`src/pkg/awt_pkg.sv`:
```
`default_nettype none
package awt_pkg;
    // table geometry: eight channels, five-bit sample index
    localparam int          AWT_NCH          = 8;
    localparam int          AWT_NIDX         = 32;
    // register indices, byte address is four times the index
    localparam logic [5:0]  AWT_IDX_STATUS   = 6'h13;
    localparam logic [5:0]  AWT_IDX_IEN      = 6'h14;
    localparam logic [5:0]  AWT_IDX_FLAGS    = 6'h15;
    localparam logic [5:0]  AWT_IDX_BMASK    = 6'h16;
    localparam logic [5:0]  AWT_IDX_PTR      = 6'h17;
    localparam logic [5:0]  AWT_IDX_WIN      = 6'h18;
    // reset values
    localparam logic [7:0]  AWT_RST_IEN      = 8'h00;
    localparam logic [7:0]  AWT_RST_FLAGS    = 8'h00;
    localparam logic [7:0]  AWT_RST_BMASK    = 8'h00;
    localparam logic [7:0]  AWT_RST_PTR      = 8'h00;
    // pointer fields: channel in [7:5], sample index in [4:0]
    localparam int          AWT_PTR_CH_LSB   = 5;
    localparam int          AWT_PTR_CH_MSB   = 7;
    localparam int          AWT_PTR_IDX_MSB  = 4;
    // axi responses
    localparam logic [1:0]  AWT_RESP_OKAY    = 2'h0;
    localparam logic [1:0]  AWT_RESP_SLVERR  = 2'h2;
    // one phase sample, two's complement
    typedef logic signed [6:0] awt_sample_t;
    localparam awt_sample_t AWT_SAMPLE_RST   = 7'h00;
    typedef logic [2:0]        awt_ch_t;
    typedef logic [4:0]        awt_idx_t;
endpackage
`default_nettype wire

```
`src/pkg/awt_tbl_if.sv`:
```
`timescale 1ns/1ns
`default_nettype none
interface awt_tbl_if;
    import awt_pkg::*;
    logic        wr_en;
    logic [7:0]  wr_mask;
    awt_ch_t     wr_ch;
    awt_idx_t    wr_idx;
    awt_sample_t wr_data;
    awt_ch_t     rd_ch;
    awt_idx_t    rd_idx;
    awt_sample_t rd_data;
    modport ctrl  (output wr_en, wr_mask, wr_ch, wr_idx, wr_data,
                   output rd_ch, rd_idx, input rd_data);
    modport store (input wr_en, wr_mask, wr_ch, wr_idx, wr_data,
                   input rd_ch, rd_idx, output rd_data);
endinterface
`default_nettype wire

```
`src/logic/awt_alarm_flags.sv`:
```
`timescale 1ns/1ns
`default_nettype none
module awt_alarm_flags
    import awt_pkg::*;
(
    input  wire logic       ref_clk,
    input  wire logic       rst,
    input  wire logic       soft_clr,
    input  wire logic [7:0] alarm_status,
    input  wire logic [7:0] enable,
    input  wire logic       clr_rd,
    input  wire logic [7:0] clr_w1c,
    output logic      [7:0] flags
);
    typedef struct packed {
        logic [7:0] prev;
        logic [7:0] flags;
    } awt_af_t;

    awt_af_t    st_ff;
    awt_af_t    nxt_st;
    logic [7:0] set_v;
    logic [7:0] clr_v;

    // an enabled edge on any alarm bit marks that channel
    assign set_v = (alarm_status ^ st_ff.prev) & enable;
    assign clr_v = (clr_rd || soft_clr) ? 8'hff : clr_w1c;

    // set beats clear so a change in the clearing cycle is kept
    always_comb begin
        nxt_st       = st_ff;
        nxt_st.prev  = alarm_status;
        nxt_st.flags = (st_ff.flags & ~clr_v) | set_v;
    end

    always_ff @(posedge ref_clk or posedge rst) begin
        if (rst) begin
            st_ff <= '{prev: 8'h00, flags: AWT_RST_FLAGS};
        end else begin
            st_ff <= nxt_st;
        end
    end

    assign flags = st_ff.flags;
endmodule
`default_nettype wire

```
`src/logic/awt_wave_table.sv`:
```
`timescale 1ns/1ns
`default_nettype none
module awt_wave_table
    import awt_pkg::*;
(
    input  wire logic ref_clk,
    input  wire logic rst,
    awt_tbl_if.store  tb
);
    typedef struct packed {
        awt_sample_t [AWT_NCH-1:0][AWT_NIDX-1:0] mem;
    } awt_tbl_t;

    awt_tbl_t st_ff;
    awt_tbl_t nxt_st;

    // every selected channel takes the sample in the same cycle
    always_comb begin
        nxt_st = st_ff;
        for (int c = 0; c < AWT_NCH; c++) begin
            if (tb.wr_en && tb.wr_mask[c]) begin
                nxt_st.mem[c][tb.wr_idx] = tb.wr_data;
            end
        end
    end

    // only the power-up reset reaches the table; soft reset never does
    always_ff @(posedge ref_clk or posedge rst) begin
        if (rst) begin
            st_ff <= '0;
        end else begin
            st_ff <= nxt_st;
        end
    end

    assign tb.rd_data = st_ff.mem[tb.rd_ch][tb.rd_idx];
endmodule
`default_nettype wire

```
`src/logic/awt_top.sv`:
```
`timescale 1ns/1ns
`default_nettype none
// Operation
// - enabled alarm change sets flag, raises interrupt
// - flag bit n marks channel n change
// - flags accumulate until next clear
// - four control registers clear on any reset
// - broadcast mask writes data to selected channels
// - pointer bits 7..5 pick the channel
// - pointer bits 4..0 pick the sample
// - data writes store, reads return addressed sample
// - soft reset keeps table contents
// - samples are signed seven bit values
// - table holds zero after power-up
// - reading flag register clears interrupt
// - status bit n shows channel n alarm
// - enable gates interrupts, not live status
module awt_top
    import awt_pkg::*;
#(
    parameter int ADDR_W = 8
) (
    input  wire logic              ref_clk,
    input  wire logic              rst,
    input  wire logic              soft_rst,
    input  wire logic [7:0]        alarm_status,
    output logic                   irq_n,
    input  wire logic [ADDR_W-1:0] s_axi_awaddr,
    input  wire logic [2:0]        s_axi_awprot,
    input  wire logic              s_axi_awvalid,
    output logic                   s_axi_awready,
    input  wire logic [31:0]       s_axi_wdata,
    input  wire logic [3:0]        s_axi_wstrb,
    input  wire logic              s_axi_wvalid,
    output logic                   s_axi_wready,
    output logic [1:0]             s_axi_bresp,
    output logic                   s_axi_bvalid,
    input  wire logic              s_axi_bready,
    input  wire logic [ADDR_W-1:0] s_axi_araddr,
    input  wire logic [2:0]        s_axi_arprot,
    input  wire logic              s_axi_arvalid,
    output logic                   s_axi_arready,
    output logic [31:0]            s_axi_rdata,
    output logic [1:0]             s_axi_rresp,
    output logic                   s_axi_rvalid,
    input  wire logic              s_axi_rready
);
    typedef struct packed {
        logic        aw_rdy;
        logic        w_rdy;
        logic        ar_rdy;
        logic        bvalid;
        logic        rvalid;
        logic [1:0]  bresp;
        logic [1:0]  rresp;
        logic [31:0] rdata;
        logic        aw_have;
        logic        w_have;
        logic [5:0]  waddr;
        logic [7:0]  wdata;
        logic        wstrb0;
        logic [7:0]  ien;
        logic [7:0]  bmask;
        logic [7:0]  ptr;
        logic        irq_n;
    } awt_regs_t;

    awt_regs_t  st_ff;
    awt_regs_t  nxt_st;
    logic       do_wr;
    logic       aw_hs;
    logic       w_hs;
    logic       ar_hs;
    logic [5:0] ar_idx;
    logic       clr_rd;
    logic [7:0] clr_w1c;
    logic [7:0] flags;
    logic       wr_ok;

    awt_tbl_if tbl ();

    // protection bits carry no meaning for this register bank
    logic unused_prot;
    assign unused_prot = ^{s_axi_awprot, s_axi_arprot, s_axi_wstrb[3:1],
                           s_axi_wdata[31:8]};

    // index decode: every register is one aligned word
    function automatic logic is_mapped(input logic [5:0] idx);
        is_mapped = (idx >= AWT_IDX_STATUS) && (idx <= AWT_IDX_WIN);
    endfunction

    // handshakes and the moment both halves of a write are held
    assign aw_hs  = s_axi_awvalid && st_ff.aw_rdy;
    assign w_hs   = s_axi_wvalid && st_ff.w_rdy;
    assign ar_hs  = s_axi_arvalid && st_ff.ar_rdy;
    assign ar_idx = s_axi_araddr[7:2];
    assign do_wr  = st_ff.aw_have && st_ff.w_have && !st_ff.bvalid;
    // low byte lane must be enabled for a register to change
    assign wr_ok  = do_wr && st_ff.wstrb0;

    // reading the flag register clears it as a side effect
    assign clr_rd  = ar_hs && (ar_idx == AWT_IDX_FLAGS);
    // write-one-to-clear path for the same flags
    assign clr_w1c = (wr_ok && st_ff.waddr == AWT_IDX_FLAGS)
                     ? st_ff.wdata : 8'h00;

    awt_alarm_flags u_flags (
        .ref_clk      (ref_clk),
        .rst          (rst),
        .soft_clr     (soft_rst),
        .alarm_status (alarm_status),
        .enable       (st_ff.ien),
        .clr_rd       (clr_rd),
        .clr_w1c      (clr_w1c),
        .flags        (flags)
    );

    // table port: pointer addresses reads and single-channel writes
    assign tbl.rd_ch   = st_ff.ptr[AWT_PTR_CH_MSB:AWT_PTR_CH_LSB];
    assign tbl.rd_idx  = st_ff.ptr[AWT_PTR_IDX_MSB:0];
    assign tbl.wr_ch   = tbl.rd_ch;
    assign tbl.wr_idx  = tbl.rd_idx;
    assign tbl.wr_data = st_ff.wdata[6:0];
    assign tbl.wr_en   = wr_ok && (st_ff.waddr == AWT_IDX_WIN);
    // zero mask falls back to the pointed channel only
    assign tbl.wr_mask = (st_ff.bmask == 8'h00)
                         ? 8'(8'h01 << tbl.wr_ch)
                         : st_ff.bmask;

    awt_wave_table u_table (
        .ref_clk (ref_clk),
        .rst     (rst),
        .tb      (tbl.store)
    );

    // read mux; bit 7 of the data window always reads zero
    function automatic logic [31:0] rd_mux(input logic [5:0] idx,
                                           input awt_regs_t  s,
                                           input logic [7:0] fl,
                                           input logic [7:0] al,
                                           input awt_sample_t sm);
        case (idx)
            AWT_IDX_STATUS: rd_mux = {24'h000000, al};
            AWT_IDX_IEN:    rd_mux = {24'h000000, s.ien};
            AWT_IDX_FLAGS:  rd_mux = {24'h000000, fl};
            AWT_IDX_BMASK:  rd_mux = {24'h000000, s.bmask};
            AWT_IDX_PTR:    rd_mux = {24'h000000, s.ptr};
            AWT_IDX_WIN:    rd_mux = {25'h0000000, sm};
            default:        rd_mux = 32'h00000000;
        endcase
    endfunction

    // bus slave, control registers and interrupt pin in one step
    always_comb begin
        nxt_st = st_ff;
        // write address and data are taken in either order
        if (aw_hs) begin
            nxt_st.aw_have = 1'b1;
            nxt_st.waddr   = s_axi_awaddr[7:2];
        end
        if (w_hs) begin
            nxt_st.w_have = 1'b1;
            nxt_st.wdata  = s_axi_wdata[7:0];
            nxt_st.wstrb0 = s_axi_wstrb[0];
        end
        if (do_wr) begin
            nxt_st.aw_have = 1'b0;
            nxt_st.w_have  = 1'b0;
            nxt_st.bvalid  = 1'b1;
            nxt_st.bresp   = is_mapped(st_ff.waddr) ? AWT_RESP_OKAY
                                                    : AWT_RESP_SLVERR;
            if (st_ff.wstrb0) begin
                case (st_ff.waddr)
                    AWT_IDX_IEN:   nxt_st.ien   = st_ff.wdata;
                    AWT_IDX_BMASK: nxt_st.bmask = st_ff.wdata;
                    AWT_IDX_PTR:   nxt_st.ptr   = st_ff.wdata;
                    default:       nxt_st.ien   = nxt_st.ien;
                endcase
            end
        end
        if (st_ff.bvalid && s_axi_bready) begin
            nxt_st.bvalid = 1'b0;
        end
        // one write in flight: no new halves until the answer leaves
        nxt_st.aw_rdy = !nxt_st.aw_have && !nxt_st.bvalid;
        nxt_st.w_rdy  = !nxt_st.w_have && !nxt_st.bvalid;
        // read path answers one cycle after the address is taken
        if (ar_hs) begin
            nxt_st.rvalid = 1'b1;
            nxt_st.rdata  = rd_mux(ar_idx, st_ff, flags, alarm_status,
                                   tbl.rd_data);
            nxt_st.rresp  = is_mapped(ar_idx) ? AWT_RESP_OKAY
                                              : AWT_RESP_SLVERR;
        end else if (st_ff.rvalid && s_axi_rready) begin
            nxt_st.rvalid = 1'b0;
        end
        nxt_st.ar_rdy = !nxt_st.rvalid;
        // soft reset clears control state but leaves the bus alone
        if (soft_rst) begin
            nxt_st.ien   = AWT_RST_IEN;
            nxt_st.bmask = AWT_RST_BMASK;
            nxt_st.ptr   = AWT_RST_PTR;
        end
        // flagged and enabled channels pull the pin low
        nxt_st.irq_n = ~|(flags & st_ff.ien);
    end

    always_ff @(posedge ref_clk or posedge rst) begin
        if (rst) begin
            st_ff       <= '0;
            st_ff.irq_n <= 1'b1;
        end else begin
            st_ff <= nxt_st;
        end
    end

    // every output straight from the state register
    assign s_axi_awready = st_ff.aw_rdy;
    assign s_axi_wready  = st_ff.w_rdy;
    assign s_axi_bvalid  = st_ff.bvalid;
    assign s_axi_bresp   = st_ff.bresp;
    assign s_axi_arready = st_ff.ar_rdy;
    assign s_axi_rvalid  = st_ff.rvalid;
    assign s_axi_rdata   = st_ff.rdata;
    assign s_axi_rresp   = st_ff.rresp;
    assign irq_n         = st_ff.irq_n;
endmodule
`default_nettype wire

```
`config.mk`:
```
export PLATFORM = sky130hd
export DESIGN_NAME = awt_top
export DESIGN_NICKNAME = d
export VERILOG_FILES = /design/src/pkg/awt_pkg.sv /design/src/pkg/awt_tbl_if.sv /design/src/logic/awt_alarm_flags.sv /design/src/logic/awt_wave_table.sv /design/src/logic/awt_top.sv
export SDC_FILE = /design/constraint.sdc
export NUM_CORES = 2
export LEC_CHECK = 0
export ABC_AREA = 1
export BUFFER_PORTS_ARGS = -buffer_cell sky130_fd_sc_hd__buf_4
export CORE_UTILIZATION = 50
export CTS_CLUSTER_SIZE = 30
export DETAILED_ROUTE_END_ITERATION = 16
export PLACE_DENSITY = 0.68
export SLEW_MARGIN = 15
export SYNTH_ARGS = -nofsm -noshare
export SYNTH_HDL_FRONTEND = slang
export SYNTH_SLANG_ARGS = --single-unit
```
`constraint.sdc`:
```
create_clock -name ref_clk -period 54.2 [get_ports ref_clk]
set_clock_uncertainty 0.2 [all_clocks]
set_input_delay 2.71 -clock ref_clk [delete_from_list [all_inputs] [get_ports ref_clk]]
set_output_delay 2.71 -clock ref_clk [all_outputs]
set_load 0.01 [all_outputs]
```
==> run summary <==
Run status = finished, final reports clean
CTS Root Buffer Type = sky130_fd_sc_hd__clkbuf_16
Pwr Density = 38.09 nW/µm²
Final period utilization = 0.1335
Post-layout power = 3.510 mW
Initial antenna violation count = 1
Io pins = 116
Setup crit start kind = input port
Sinks on the clock net = 1865
Initial core utilization = 0.5038
Slowest-stage cell, CP = sky130_fd_sc_hd__buf_4
Worst setup slack before clock tree synthesis = 45.91 ns
Syn Std Cell Area = 85280 µm²
Fraction of registers with async set/reset = 1.000
Final number of setup-violating endpoints = 0
Yosys top cell by area = sky130_fd_sc_hd__dfrtp_1
Fraction of the core area covered by cells at the end of the flow = 0.5443
Sequential cell area fraction in the yosys report = 0.5473
Final Wtd Congestion = 0.8624
Number of storage elements in the synthesis netlist = 1865
Final Net Count = 10307
Actual transition at the worst max-transition pin = 1.158 ns
Clock Latency Late Sink = 0.84 ns
Port buffer count = 52
CP required = 54.92 ns
Number of hold-slack violations in the final timing report = 0
Combined global-route utilization of all metal layers = 0.2960
Total detailed-routing wirelength = 254.2 mm
Mean post-synth cell area = 7.960 µm²
Total CTS buffers = 188
Crit path cell chain = buf_4, clkinvlp_4, buf_4, buf_4, buf_4, buf_4, buf_4, buf_4
Kind of critical path = in -> async
Number of iterations in the first detailed-routing pass = 7
Cells after synthesis = 10714
Violation count after the first detailed-routing iteration = 8805
Post-CTS Repair Setup Buffers = 0
GRT overflow = 0
Endpoint type of the worst setup path = async pin
Number of core rows = 151
Max-capacitance violation count = 0
Worst path setup slack after routing = 46.96 ns
Max rail drop VDD = 36.51 µV
Post-route antenna net violation count = 0
Number of vias after detailed routing = 72190
Number of inserted filler cells in the final layout = 15680
Synth area leaders = sky130_fd_sc_hd__dfrtp_1, sky130_fd_sc_hd__nand2_1, sky130_fd_sc_hd__o21ai_0, sky130_fd_sc_hd__o21ai_1, sky130_fd_sc_hd__nand3_1
Post-route minimum period = 7.236 ns
Class of the tightest hold or removal check = reg -> reg
CORE AREA = 169300 µm²
Yosys cell types = 41
Slew Limit Headroom = 0.2197
Via count of the first global-routing pass = 68236
Commonest cells after routing, fill and taps aside = sky130_fd_sc_hd__nand2_1, sky130_fd_sc_hd__dfrtp_1, sky130_fd_sc_hd__o21ai_0
Number of synthesized flops with an enable pin = 0
Detailed-route wire length per cell = 20.17 µm
Synth warnings = 0
Die Y = 415.0 µm
Leading cell type in the layout, fill and taps excluded = sky130_fd_sc_hd__nand2_1
Number of H-tree levels = 4
Leakage component of the power = 43.32 nW
Pins over their slew limit = 0
Share of the synthesized area in the top cell type = 0.5470
Crit-path most repeated cell = sky130_fd_sc_hd__buf_4
Placement-stage cell area = 85800 µm²
Wire length of the first global-routing pass = 400.5 mm
Max Fclk = 138.2 MHz
Top fanout value on the critical path = 65
Count of hold-fix buffers inserted at cts = 0
Die area = 172200 µm²
Via-to-Cell Ratio = 5.728
Unrepaired setup endpoints after global routing = no
Dominant synthesized flop cell = sky130_fd_sc_hd__dfrtp_1
Detailed-placement wirelength estimate = 141.6 mm
Maximum number of pins on one net before global-route repair = 173
CTS tree = done
Stage delay of the slowest cell on the critical path = 0.79 ns
Post-CTS sizing = 0
Arrival @ worst endpoint = 7.95 ns
Die Width = 415.0 µm
Clk pin slew, worst setup/hold paths = 0.06 ns
Synth-to-layout area growth = 8.046%
Maximum count of clock buffers along a single path = 3
DRC errors left = 0
Fraction of layout instances using a drive strength above 1 = 0.05864
Final design instance area without fill = 92140 µm²
Fin Setup TNS = 0 ns
Setup slack of the most critical reg-to-reg path = 48.19 ns
==> through the flow <==
step / cells / hold WS [ns]
after global placement: 12261 / 0.2534
final: 12604 / 0.2615
after detailed placement: 12261 / 0.2529
after floorplan: 10739 / 0.2476
after global routing: 12603 / 0.2971
after CTS: 12603 / 0.2613
==> worst max-delay path, delay by kind of cell <==
kind	cells	cell delay [ns]
buffers and inverters	8	4.96
==> final timing paths <==
kind	from	end	cells past startpoint
setup reg to reg	st_ff[7]	u_table.st_ff[1439]	12
setup / recovery	rst	u_table.st_ff[211]	8
max in group ref_clk	st_ff[7]	u_table.st_ff[1439]	12
min in group asynchronous	rst	u_table.st_ff[1007]	2
hold reg to reg	s_axi_rvalid	s_axi_arready	1
hold / removal	s_axi_rvalid	s_axi_arready	1
==> Yosys cell counts (all sizes together) (2+ instances only) <==
cell type and number:
a211oi 6, a21oi 150, a31oi 2, buf 325
clkbuf 521, clkinv 2, dfrtp 1864, inv 115
mux2 3, nand2 4986, nand3 472, nand4 216
nor2 109, nor3 12, o21a 7, o21ai 1888
o22ai 13, o32ai 8, xnor2 7
==> registers in the layout, indices dropped and copies added, names as in the netlist <==
name,flops
s_axi_bresp,1
s_axi_awready,1
u_flags.st_ff,8
u_flags.flags,8
s_axi_bvalid,1
s_axi_rvalid,1
s_axi_rdata,8
st_ff,41
s_axi_rresp,1
s_axi_wready,1
u_table.st_ff,1792
s_axi_arready,1
irq_n,1
==> power by group <==
| part | internal, mW | switching [mW] | leakage, nW | total (mW) |
|---|---|---|---|---|
| Sequential | 1.41 | 0.0255 | 26.0 | 1.43 |
| Combinational | 0.0938 | 0.645 | 14.2 | 0.739 |
| Clock | 0.777 | 0.560 | 3.11 | 1.34 |
==> cells by family (layout without fill, tap and decap cells) <==
kind of cell,count (synthesis),count (layout),share of synthesized area
compound gates,2077,2077,0.1231
xor+xnor,7,7,0.0007189
buf+inv,963,609,0.04946
flops,1865,1865,0.5473
mux,3,3,0.0003961
other cells,1,27,0.00004397
simple gates,5798,5798,0.2791
==> layout make-up <==
type / instances / area (µm²) / area share
clock inverter: 55 / 740.7 / 0.008039
timing repair buffer: 150 / 1239 / 0.01344
inverter: 117 / 530.5 / 0.005758
sequential: 1865 / 46680 / 0.5066
multi-input combinational: 7911 / 34580 / 0.3753
antenna: 1 / 2.502 / 0.00002716
clock buffer: 287 / 5588 / 0.06064
tap: 2218 / 2775 / 0.03012
==> metal layers <==
| metal | wire, µm | vias up | GRT usage | part of all wire |
|---|---|---|---|---|
| met4 | 9021 | 0 | 0.1112 | 0.035 |
| met5 | 0 | - | 0 | 0 |
| met2 | 115900 | 3089 | 0.4639 | 0.46 |
| met3 | 21580 | 461 | 0.05318 | 0.085 |
| li1 | - | 33671 | - | - |
| met1 | 107700 | 34969 | 0.4113 | 0.42 |
Power figures use the tool's default switching activity.
